[src/design/bcc_pkg.sv]
// Package: register map, field layout and cycle-length codes for the bus cycle control
package bcc_pkg;
    // ----------------------------------------
    // Register map
    // ----------------------------------------
    localparam logic [7:0] BCC_REG_OFFSET   = 8'h9d;
    localparam logic [7:0] BCC_REG_RESET    = 8'heb;
    // ----------------------------------------
    // Field positions
    // ----------------------------------------
    localparam int         BCC_PFQ_BIT      = 7;
    localparam int         BCC_BC_BIT       = 6;
    localparam int         BCC_WR_LSB       = 4;
    localparam int         BCC_RD_LSB       = 2;
    localparam int         BCC_CODE_LSB     = 0;
    // ----------------------------------------
    // Cycle lengths in core-clock periods
    // ----------------------------------------
    localparam logic [2:0] BCC_DATA_BASE    = 3'h4;
    localparam logic [2:0] BCC_CODE_BASE    = 3'h3;
    localparam logic [2:0] BCC_CONST_MIN    = 3'h4;

    typedef enum logic [2:0] {
        BCC_KIND_FETCH = 3'h1,
        BCC_KIND_CONST = 3'h2,
        BCC_KIND_READ  = 3'h3,
        BCC_KIND_WRITE = 3'h4
    } bcc_kind_e;

    // Data cycles: code + 4 periods
    function automatic logic [2:0] bcc_data_len(input logic [1:0] code);
        bcc_data_len = BCC_DATA_BASE + {1'b0, code};
    endfunction

    // Code cycles: code + 3, constant reads never under 4
    function automatic logic [2:0] bcc_code_len(input logic [1:0] code, input logic is_const);
        logic [2:0] len;
        len = BCC_CODE_BASE + {1'b0, code};
        if (is_const && len < BCC_CONST_MIN) begin
            len = BCC_CONST_MIN;
        end
        bcc_code_len = len;
    endfunction
endpackage

[src/design/bcc_cycle_timer.sv]
// Bus cycle timer: counts core-clock periods of one external bus cycle
`timescale 1ns/100ps
`default_nettype none
module bcc_cycle_timer
    import bcc_pkg::*;
(
    // Clock and reset
    input  wire logic       mclk,
    input  wire logic       resetn,
    // Control
    input  wire logic       start,
    input  wire logic [2:0] length,
    input  wire logic       hold,
    input  wire logic       abort,
    // Status
    output logic            busy,
    output logic            last,
    output logic [2:0]      count
);
    logic [2:0] next_count;
    logic       next_busy;

    // Last period ends the cycle unless held by a stall
    assign last = busy && (count == 3'h1) && !hold;

    always_comb begin
        next_count = count;
        next_busy  = busy;
        if (busy && abort) begin
            next_busy  = 1'b0;
            next_count = 3'h0;
        end else if (busy) begin
            if (last) begin
                next_busy  = 1'b0;
                next_count = 3'h0;
            end else if (count != 3'h1) begin
                next_count = count - 3'h1;
            end
        end else if (start) begin
            next_busy  = 1'b1;
            next_count = length;
        end
    end

    always_ff @(posedge mclk or negedge resetn) begin
        if (!resetn) begin
            count <= 3'h0;
            busy  <= 1'b0;
        end else begin
            count <= next_count;
            busy  <= next_busy;
        end
    end
endmodule // bcc_cycle_timer
`default_nettype wire

[src/design/bcc_bus_ctrl.sv]
// Bus cycle control: control register and multiplexed external bus sequencer
`timescale 1ns/100ps
`default_nettype none
//
// Contract
// Data writes go straight to the target, never through queue or cache.
// One write length applies to every address.
// Queue and cache enables writable by software at any time.
// After reset queue and cache are both enabled.
// Control register resets to 0xeb: six-period cycles, both enables set.
// Bit 7 enables prefetch queue, bit 6 enables branch cache.
// Bits 5:4 give write length 4 to 7 periods.
// Bits 3:2 give data read length 4 to 7 periods.
// Bits 1:0 give code length 3 to 6, constant reads at least 4.
// Code reads stretch while the prefetch queue stalls.
// At 40 MHz fast mode software programs 5 or 4 periods.
// At 40 MHz low-power mode software programs 6 or 5 periods.
// At 20 MHz and below software programs 3 code, 4 data periods.
// Eight data lines share the low address; latch strobe marks address phase.
// Fetched code enters the queue; constants and data bypass it.
// A code fetch in progress may be aborted when no longer needed.
// New settings apply from the next cycle; running cycle keeps its length.
module bcc_bus_ctrl
    import bcc_pkg::*;
(
    // Clock and reset
    input  wire logic        mclk,
    input  wire logic        resetn,
    // Special function register port
    input  wire logic [7:0]  sfr_addr,
    input  wire logic        sfr_wr,
    input  wire logic [7:0]  sfr_wdata,
    output logic [7:0]       sfr_rdata,
    // Core request
    input  wire logic        req_valid,
    input  wire logic [2:0]  req_kind,
    input  wire logic [15:0] req_addr,
    input  wire logic [7:0]  req_wdata,
    input  wire logic        pfq_stall,
    input  wire logic        fetch_abort,
    output logic             req_done,
    output logic [7:0]       core_rdata,
    output logic             core_rdata_valid,
    output logic [7:0]       pfq_rdata,
    output logic             pfq_rdata_valid,
    output logic             prefetch_queue_enable,
    output logic             branch_cache_enable,
    // External bus
    input  wire logic [7:0]  ad_in,
    output logic [7:0]       ad_out,
    output logic             ad_oe,
    output logic [15:8]      addr_high,
    output logic             addr_latch,
    output logic             code_read_strobe_n,
    output logic             rd_n,
    output logic             wr_n
);
    // ----------------------------------------
    // Control register
    // ----------------------------------------
    logic [7:0] bus_cycle_control;
    logic [7:0] next_bus_cycle_control;

    always_comb begin
        next_bus_cycle_control = bus_cycle_control;
        if (sfr_wr && sfr_addr == BCC_REG_OFFSET) begin
            next_bus_cycle_control = sfr_wdata;
        end
    end

    always_ff @(posedge mclk or negedge resetn) begin
        if (!resetn) begin
            bus_cycle_control <= BCC_REG_RESET;
        end else begin
            bus_cycle_control <= next_bus_cycle_control;
        end
    end

    // ----------------------------------------
    // Sequencer
    // ----------------------------------------
    typedef enum logic [2:0] {
        BCC_ST_IDLE = 3'b001,
        BCC_ST_ADDR = 3'b010,
        BCC_ST_DATA = 3'b100
    } bcc_state_e;

    bcc_state_e state;
    bcc_state_e next_state;
    logic [2:0] kind;
    logic [2:0] next_kind;
    logic [2:0] cyc_len;
    logic       t_start;
    logic       t_busy;
    logic       t_last;
    logic [2:0] t_count;
    logic       is_code;
    logic       t_hold;
    logic       t_abort;

    // Length latched at start, so a later write cannot change it
    always_comb begin
        unique case (req_kind)
            BCC_KIND_WRITE: cyc_len = bcc_data_len(bus_cycle_control[BCC_WR_LSB +: 2]);
            BCC_KIND_READ:  cyc_len = bcc_data_len(bus_cycle_control[BCC_RD_LSB +: 2]);
            BCC_KIND_CONST: cyc_len = bcc_code_len(bus_cycle_control[BCC_CODE_LSB +: 2],
                                                   1'b1);
            default:        cyc_len = bcc_code_len(bus_cycle_control[BCC_CODE_LSB +: 2],
                                                   1'b0);
        endcase
    end

    assign t_start = (state == BCC_ST_IDLE) && req_valid;
    assign is_code = (kind == BCC_KIND_FETCH) || (kind == BCC_KIND_CONST);
    assign t_hold  = is_code && pfq_stall;
    // Abort only counts inside a cycle; a stale kind must not fake a done pulse
    assign t_abort = (state != BCC_ST_IDLE) && (kind == BCC_KIND_FETCH) && fetch_abort;

    bcc_cycle_timer u_timer (
        .mclk   (mclk),
        .resetn (resetn),
        .start  (t_start),
        .length (cyc_len),
        .hold   (t_hold),
        .abort  (t_abort),
        .busy   (t_busy),
        .last   (t_last),
        .count  (t_count)
    );

    always_comb begin
        next_state = state;
        next_kind  = kind;
        unique case (state)
            BCC_ST_IDLE: if (t_start) begin
                next_state = BCC_ST_ADDR;
                next_kind  = req_kind;
            end
            BCC_ST_ADDR: next_state = t_abort ? BCC_ST_IDLE : BCC_ST_DATA;
            BCC_ST_DATA: if (t_last || t_abort) begin
                next_state = BCC_ST_IDLE;
            end
            default: next_state = BCC_ST_IDLE;
        endcase
    end

    // ----------------------------------------
    // Output registers
    // ----------------------------------------
    logic [7:0]  next_ad_out;
    logic        next_ad_oe;
    logic [15:8] next_addr_high;
    logic        next_latch;
    logic        next_code_read_strobe_n;
    logic        next_rd_n;
    logic        next_wr_n;
    logic        next_done;
    logic        next_core_v;
    logic        next_pfq_v;
    logic [7:0]  wdata_hold;
    logic [7:0]  next_wdata_hold;
    logic        ending;

    assign ending = (state == BCC_ST_DATA) && t_last;

    always_comb begin
        next_ad_out     = ad_out;
        next_ad_oe      = ad_oe;
        next_addr_high  = addr_high;
        next_latch      = 1'b0;
        next_code_read_strobe_n     = code_read_strobe_n;
        next_rd_n       = rd_n;
        next_wr_n       = wr_n;
        next_wdata_hold = wdata_hold;
        next_done       = 1'b0;
        next_core_v     = 1'b0;
        next_pfq_v      = 1'b0;
        if (t_start) begin
            // Address phase: low byte on shared lines, latch strobe high
            next_ad_out     = req_addr[7:0];
            next_ad_oe      = 1'b1;
            next_addr_high  = req_addr[15:8];
            next_latch      = 1'b1;
            next_wdata_hold = req_wdata;
        end else if (state == BCC_ST_ADDR && !t_abort) begin
            unique case (kind)
                BCC_KIND_WRITE: begin
                    next_ad_out = wdata_hold;
                    next_wr_n   = 1'b0;
                end
                BCC_KIND_READ: begin
                    next_ad_oe = 1'b0;
                    next_rd_n  = 1'b0;
                end
                default: begin
                    next_ad_oe  = 1'b0;
                    next_code_read_strobe_n = 1'b0;
                end
            endcase
        end else if (ending || t_abort) begin
            next_ad_oe  = 1'b0;
            next_code_read_strobe_n = 1'b1;
            next_rd_n   = 1'b1;
            next_wr_n   = 1'b1;
            next_done   = 1'b1;
            if (ending && kind == BCC_KIND_FETCH) begin
                next_pfq_v = 1'b1;
            end else if (ending && kind != BCC_KIND_WRITE) begin
                next_core_v = 1'b1;
            end
        end
    end

    always_ff @(posedge mclk or negedge resetn) begin
        if (!resetn) begin
            state                 <= BCC_ST_IDLE;
            kind                  <= 3'h0;
            ad_out                <= 8'h00;
            ad_oe                 <= 1'b0;
            addr_high             <= 8'h00;
            addr_latch            <= 1'b0;
            code_read_strobe_n    <= 1'b1;
            rd_n                  <= 1'b1;
            wr_n                  <= 1'b1;
            wdata_hold            <= 8'h00;
            req_done              <= 1'b0;
            core_rdata            <= 8'h00;
            core_rdata_valid      <= 1'b0;
            pfq_rdata             <= 8'h00;
            pfq_rdata_valid       <= 1'b0;
            sfr_rdata             <= 8'h00;
            prefetch_queue_enable <= 1'b1;
            branch_cache_enable   <= 1'b1;
        end else begin
            state                 <= next_state;
            kind                  <= next_kind;
            ad_out                <= next_ad_out;
            ad_oe                 <= next_ad_oe;
            addr_high             <= next_addr_high;
            addr_latch            <= next_latch;
            code_read_strobe_n    <= next_code_read_strobe_n;
            rd_n                  <= next_rd_n;
            wr_n                  <= next_wr_n;
            wdata_hold            <= next_wdata_hold;
            req_done              <= next_done;
            core_rdata_valid      <= next_core_v;
            pfq_rdata_valid       <= next_pfq_v;
            if (next_core_v) core_rdata <= ad_in;
            if (next_pfq_v)  pfq_rdata  <= ad_in;
            sfr_rdata             <= (sfr_addr == BCC_REG_OFFSET) ? next_bus_cycle_control
                                                                   : 8'h00;
            prefetch_queue_enable <= next_bus_cycle_control[BCC_PFQ_BIT];
            branch_cache_enable   <= next_bus_cycle_control[BCC_BC_BIT];
        end
    end

    // ----------------------------------------
    // Checks
    // ----------------------------------------
    AST_RESET_VALUE: assert property (@(posedge mclk) $rose(resetn) |->
        bus_cycle_control == 8'heb) else $error("Control reset value wrong");
    AST_ENABLES: assert property (@(posedge mclk) disable iff (!resetn)
        prefetch_queue_enable == bus_cycle_control[7] &&
        branch_cache_enable == bus_cycle_control[6]) else $error("Enable bits mismatch");
    AST_SFR_WRITE: assert property (@(posedge mclk) disable iff (!resetn)
        sfr_wr && sfr_addr == 8'h9d |=> bus_cycle_control == $past(sfr_wdata))
        else $error("Register write lost");
    AST_WRITE_LEN: assert property (@(posedge mclk) disable iff (!resetn)
        t_start && req_kind == BCC_KIND_WRITE |=>
        t_count == 3'h4 + {1'b0, $past(bus_cycle_control[5:4])})
        else $error("Write length wrong");
    AST_READ_LEN: assert property (@(posedge mclk) disable iff (!resetn)
        t_start && req_kind == BCC_KIND_READ |=>
        t_count == 3'h4 + {1'b0, $past(bus_cycle_control[3:2])})
        else $error("Read length wrong");
    AST_CONST_MIN: assert property (@(posedge mclk) disable iff (!resetn)
        t_start && req_kind == BCC_KIND_CONST |=> t_count >= 3'h4)
        else $error("Constant read too short");
    AST_STALL_HOLD: assert property (@(posedge mclk) disable iff (!resetn)
        t_busy && t_count == 3'h1 && is_code && pfq_stall && !t_abort |=> t_busy)
        else $error("Code cycle ended during stall");
    AST_WRITE_NO_PFQ: assert property (@(posedge mclk) disable iff (!resetn)
        kind == BCC_KIND_WRITE && ending |=> !pfq_rdata_valid && !core_rdata_valid)
        else $error("Write routed to queue");
    AST_LATCH_PHASE: assert property (@(posedge mclk) disable iff (!resetn)
        addr_latch |-> ad_oe && wr_n && rd_n && code_read_strobe_n)
        else $error("Strobe during address phase");
    AST_FETCH_ROUTE: assert property (@(posedge mclk) disable iff (!resetn)
        ending && kind == BCC_KIND_FETCH |=> pfq_rdata_valid && !core_rdata_valid)
        else $error("Fetch not routed to queue");
    AST_LEN_STABLE: assert property (@(posedge mclk) disable iff (!resetn)
        t_busy && !t_hold && t_count > 3'h1 && !t_abort |=> t_count == $past(t_count) - 3'h1)
        else $error("Running cycle length changed");
endmodule // bcc_bus_ctrl
`default_nettype wire

[config.mk]
export PLATFORM = sky130hd
export DESIGN_NAME = bcc_bus_ctrl
export DESIGN_NICKNAME = d
export VERILOG_FILES = /design/src/design/bcc_pkg.sv /design/src/design/bcc_cycle_timer.sv /design/src/design/bcc_bus_ctrl.sv
export SDC_FILE = /design/constraint.sdc
export NUM_CORES = 1
export LEC_CHECK = 0
export ABC_AREA = 0
export BUFFER_PORTS_ARGS = -buffer_cell sky130_fd_sc_hd__buf_2
export CORE_MARGIN = 10
export CORE_UTILIZATION = 45
export DETAILED_ROUTE_END_ITERATION = 8
export PLACE_DENSITY = 0.79
export SETUP_SLACK_MARGIN = 0.02
export SKIP_LAST_GASP = 1
export SLEW_MARGIN = 30
export SYNTH_ARGS = -nofsm -noshare
export SYNTH_HDL_FRONTEND = slang
export SYNTH_HIERARCHICAL = 1
export SYNTH_SLANG_ARGS = --single-unit
export TNS_END_PERCENT = 1
[constraint.sdc]
create_clock -name mclk -period 2.5 [get_ports mclk]
set_input_delay 0.375 -clock mclk [delete_from_list [all_inputs] [get_ports mclk]]
set_output_delay 0.375 -clock mclk [all_outputs]
set_load 0.05 [all_outputs]
==> After elaboration in Yosys (flattened, before gate mapping) <==
Cells that the tools add are included.
{ "word_totals": {"reg_bits": 76, "latchBits": 0, "ramBits": 0, "mem_bits_ro": 0, "inputBits": 57, "out_inout_bits": 50, "elab_cells": 123, "n_memories": 0} }
{ "classes": {"n_addsub": 4, "mul": 0, "div": 0, "magnitude_cmp": 1, "n_eq_ne": 22, "n_shift": 0, "mux": 43, "n_bitwise": 1, "reduce_logical": 31} }
{ "ops": {"columns": ["op", "n"], "rows": [
  ["two-way mux 8 bit", 5],
  ["two-way mux 1 bit", 27],
  ["two-way mux 3 bit", 9],
  ["case mux 3 bit (3 select lines)", 2],
  ["equality test 3 x 2 -> 1 bit, second input constant", 5],
  ["logical AND 1 bit", 12],
  ["AND reduction 2 bit", 5],
  ["equality test 3 x 1 -> 1 bit, second input constant", 3],
  ["equality test 3 bit, second input constant", 3],
  ["AND reduction 3 bit", 3],
  ["equality test 8 bit, second input constant", 1],
  ["adder 3 x 2 -> 3 bit, first input constant", 2],
  ["!= test 2 bit, second input constant", 3],
  ["!= test 3 x 1 -> 1 bit, second input constant", 2],
  ["!= test 3 bit, second input constant", 2],
  ["nonzero test 2 bit", 3],
  ["nonzero test 3 bit", 2],
  ["!= test 2 x 1 -> 1 bit, second input constant", 2],
  ["!= test 4 bit, second input constant", 1],
  ["adder 2 x 2 -> 3 bit, first input constant", 1],
  ["logical OR 1 bit", 3],
  ["less-than comparator 3 bit, second input constant", 1],
  ["subtractor 3 x 1 -> 3 bit, second input constant", 1],
  ["logical NOT 1 bit", 2],
  ["2 further kinds", 2]
]} }

==> Longest topological paths before layout <==
{ "depth": {"ltp_word": 12, "depth_mapped": 9} }

==> By module <==
The synthesis kept the hierarchy.
{ "modules_own_cells": {"columns": ["mod", "instances", "cells_per_inst", "area_per_inst_um2", "seq_area_each_um2"], "rows": [
  ["bcc_bus_ctrl", 1, 269, 3042.9, 1764.2],
  ["bcc_cycle_timer", 1, 26, 280.3, 100.1]
]} }

==> Least setup slack after synthesis <==
No wires, ideal clock.
{ "synth_path": {"kind": "register to register", "start": "register kind[1]", "end": "register pfq_rdata[0]", "t_arrival_ps": 1997, "required_time_ps": 2375, "slack_ps": 378, "stages_incl_launch_ff": 10, "path_buffers": 2, "period_less_slack_ps": 2122, "path_cell_list": "dfrtp_1 > clkbuf_1 > xnor2_1 > nor3b_1 > inv_1 > and3_1 > nand4bb_1 > or3b_1 > buf_6 > mux2_4"} }
{ "synth_via": {"elab_chain_len": 11} }
{ "synth_rtl": {"columns": ["item", "line", "text"], "rows": [
  ["start, declared", "bcc_bus_ctrl.sv:90", "logic [2:0] kind;"],
  ["start signal, assigned", "bcc_bus_ctrl.sv:236", "kind <= next_kind;"],
  ["equality test 3 x 1 -> 1 bit or equality test 3 x 2 -> 1 bit (tied branches)", "bcc_bus_ctrl.sv:114", "assign is_code = (kind == BCC_KIND_FETCH) || (kind == BCC_KIND_CONST);"],
  ["logical OR 1 bit (*)", "bcc_bus_ctrl.sv:114", null],
  ["logical AND 1 bit (*)", "bcc_bus_ctrl.sv:115", "assign t_hold = is_code && pfq_stall;"],
  ["net t_hold", "bcc_bus_ctrl.sv:98", "logic t_hold;"],
  ["logical NOT 1 bit (*)", "bcc_cycle_timer.sv:24", "assign last = busy && (count == 3'h1) && !hold;"],
  ["logical AND 1 bit (*)", "bcc_cycle_timer.sv:24", null],
  ["net t_last", "bcc_bus_ctrl.sv:95", "logic t_last;"],
  ["logical AND 1 bit (*)", "bcc_bus_ctrl.sv:164", "assign ending = (state == BCC_ST_DATA) && t_last;"],
  ["logical AND 1 bit", "bcc_bus_ctrl.sv:206", "if (ending && kind == BCC_KIND_FETCH) begin"],
  ["two-way mux 1 bit", "bcc_bus_ctrl.sv:206", null],
  ["two-way mux 1 bit (*)", "bcc_bus_ctrl.sv:200", "end else if (ending || t_abort) begin"],
  ["two-way mux 1 bit (*)", "bcc_bus_ctrl.sv:185", "end else if (state == BCC_ST_ADDR && !t_abort) begin"],
  ["two-way mux 1 bit (*)", "bcc_bus_ctrl.sv:178", "if (t_start) begin"],
  ["end signal, assigned", "bcc_bus_ctrl.sv:249", "if (next_pfq_v) pfq_rdata <= ad_in;"],
  ["end, declared", "bcc_bus_ctrl.sv:44", "output logic [7:0] pfq_rdata,"]
]} }
The timed path passes the listed nets; every way through them passes the cells marked *.
A chain may end at the register's enable or synchronous reset.

==> Worst setup path in the final report <==
{ "layout_path": {"start": "register u_timer.count[1]", "end": "register pfq_rdata[2]"} }
{ "layout_via": {"elab_chain_len": 9} }
{ "layout_rtl": {"columns": ["item", "line", "text"], "rows": [
  ["start, declared", "bcc_cycle_timer.sv:18", "output logic [2:0] count"],
  ["start signal, assigned", "bcc_cycle_timer.sv:50", "count <= next_count;"],
  ["equality test 3 x 1 -> 1 bit (*)", "bcc_cycle_timer.sv:24", null],
  ["logical AND 1 bit (*) (2 in series)", "bcc_cycle_timer.sv:24", null],
  ["net t_last", "bcc_bus_ctrl.sv:95", null],
  ["logical AND 1 bit (*)", "bcc_bus_ctrl.sv:164", null],
  ["logical AND 1 bit", "bcc_bus_ctrl.sv:206", null],
  ["two-way mux 1 bit", "bcc_bus_ctrl.sv:206", null],
  ["two-way mux 1 bit (*)", "bcc_bus_ctrl.sv:200", null],
  ["two-way mux 1 bit (*)", "bcc_bus_ctrl.sv:185", null],
  ["two-way mux 1 bit (*)", "bcc_bus_ctrl.sv:178", null]
]} }
Marked as above.

==> out/results.tsv <==
metric	value	unit
Detailed Route WL	8080	µm
chip height	106	µm
Post CTS Setup Buffer Count	0	
maximum number of pins on one net before global-route repair	75	
worst-case headroom to the max-slew limit	0.556	
area added between synthesis and finish	24.3	%
total power draw	0.00216	W
routed metal-1 wire length	3290	µm
fraction of layout cells with a size suffix above 1	0.425	
share of the cycle needed by the critical path after routing	0.897	
sinks on the clock net	74	
pin slew with the least headroom to its limit	0.666	ns
reg-to-reg setup timing slack	0.26	ns
total of hold buffers inserted after clock tree synthesis	0	
most instantiated flip-flop cell in the synthesis netlist	dfrtp_1	
count of antenna-violating nets left after detailed routing	0	
most used standard cell by instance count after synthesis	dfrtp_1	
syn_area_per_cell	11.3	µm²
number of nets in the layout	466	
leading post-synthesis cells by cell area	dfrtp_1 48%, dfstp_2 7.9%, nand2_1 6.9%	
biggest area consumer among synthesized cells	dfrtp_1	
type of element launching the critical path	register	
power density relative to cell area	523	nW/µm²
Peak supply drop	0.263	mV
number of failing hold endpoints at the final stage	0	
maximum level of the CTS H-tree	3	
largest fanout on the critical path	9	
via/cell ratio	4.99	
top cells by count, synth	64 x dfrtp_1, 61 x nand2_1, 20 x nor2_1, 19 x mux2_2, 17 x o21ai_0	
clock tree buffer depth	2	
Num CTS Buffers	9	
share of the synthesized area in the top cell type	0.482	
Req. time, crit path	2.72	ns
Mapped Cells	295	
register bit count reported by yosys	74	
antenna diode count	0	
ys async rst share	1.00	
area of the die	11200	µm²
Yosys warnings	6	
overall track demand over capacity in global routing	0.145	
Final Critical Period	2.24	ns
startpoint-to-endpoint class of the critical path	reg -> reg	
worst flop-to-flop path endpoint	pfq_rdata[2]	
post-synthesis cell type count	37	
placeable core region	7210	µm²
final sum of negative setup slack	0	ns
Tightest Hold Check Type	in -> async	
Fmax	446	MHz
total of cells resized after clock tree synthesis	0	
Buffers on Ports	106	
Final Hold Slack	0.0177	ns
residual overflow from global routing	0	
via total after detailed routing	2535	
final routed wire length divided by cell count	15.9	µm
max cap viols	0	
DRC violations left	0	
endpoint type of the worst setup path	register	
skew final	0.0103	ns
DR WL met2	4270	µm
number of cells traversed by the worst register-to-register path	7	
initial antenna violation count	0	
via count of the first global-routing pass	2736	
area of the mapped netlist	3320	µm²
result of the run	completed	
Clk pin slew, worst setup/hold paths	0.08	ns
1st-iter DRT viols	99	
later-pin clock latency in the skew report	0.34	ns
setup repair after global routing missed its margin	false	
endpoint of the most critical setup path	pfq_rdata[2]	
R2R Path Start	u_timer/count[1]	
highest routed metal layer	met4	
EDFF count, synth	0	
row count	31	
Synthesized Nets	357	
arrival time worst endpoint	2.47	ns
fraction of the yosys area taken by sequential cells	0.561	
LEAKAGE	2.21	nW
root buffer cell	clkbuf_8	
First-pass DRT Iterations	4	
GPL Wtd Cong	0.764	
number of max-slew violations in the final report	0	
first-pass GRT wire length	13300	µm
io pins	107	
CTS tree	yes	
horizontal die dimension	106	µm
met3 wire length	428	µm
placed wire-length estimate	6150	µm
Critical Path Source	u_timer/count[1]	
starting density of the core	0.461	
setup violation total in the final timing report	0	
-- worst max-delay path: stages, from the launching register on --
cell,delay [ns]
dfrtp_1,0.40
inv_1,0.08
ha_1,0.16
nor2b_2,0.14
and3_1,0.18
nand4bb_1,0.15
or3b_1,0.64
mux2_4,0.38
-- how the worst min path moves through the flow --
| stage | to | slack (ns) | startpoint |
|---|---|---|---|
| after floorplan | ad_oe | 0.08 | resetn |
| after global placement | addr_high[15] | 0.45 | addr_high[15] |
| after detailed placement | addr_high[10] | 0.46 | addr_high[10] |
| after CTS | pfq_rdata[4] | 0.21 | resetn |
| after global routing | ad_out[4] | 0.08 | resetn |
| final | ad_out[4] | 0.02 | resetn |
-- stage by stage --
step                      instance area, µm²  setup slack, ns  instances   util
after floorplan                         3320            0.378        295      -
after global placement                  3950            0.311        492  0.548
after detailed placement                3950            0.249        492  0.548
after CTS                               4130            0.245        508  0.572
after global routing                    4130           0.0997        508  0.572
final                                   4130            0.256        508  0.572
-- layout by cell type (no fill, tap or decap), types with 5 or more instances in the layout --
cell type  instances
ha_1               5
mux2i_1           14
buf_4              6
clkbuf_8          10
a31oi_1            8
a21oi_1            9
inv_1              9
dfrtp_1           64
dfstp_2           10
nor2_1            20
nand2_1           61
mux2_4            10
o21ai_0           17
buf_2            105
mux2_2            19
-- state kept, by name (all words and copies together) (netlist names), 8 cells and up --
register and flops:
wdata_hold 8, sfr_rdata 8, ad_out 8, addr_high 8
pfq_rdata 8, bus_cycle_control 8, core_rdata 8
-- metal layers --
metal / up-vias / track usage
met4: 0 / 0.0493
met5: - / 0
met2: 68 / 0.258
met1: 1233 / 0.164
met3: 10 / 0.0417
li1: 1224 / -
-- cell type report --
cell class              instances  area (µm²)
fillers                       656        3080
flip-flops and latches         74        1860
multi-input cells             198        1350
repair buffers                112         582
clock buffers                  11         141
well taps                      99         124
inverters                       9        33.8
clock inverters                 5        31.3
-- power by group --
part	switching, W	internal, W
registers	0.00000586	0.00121
logic	0.0000640	0.0000536
clock network	0.000447	0.000385
-- kinds of logic (layout without fill, tap and decap cells) --
logic type,Yosys count,count (layout),share of synthesized area
muxes,43,43,0.152
xor gates and xnor gates,2,2,0.00527
adders and majority gates,5,5,0.0188
and+or+nand+nor,103,103,0.148
buffers and inverters,23,137,0.0316
DFF,74,74,0.561
AOI/OAI and AO/OA,45,45,0.0832
No activity file was read; power rests on OpenSTA's default activity.
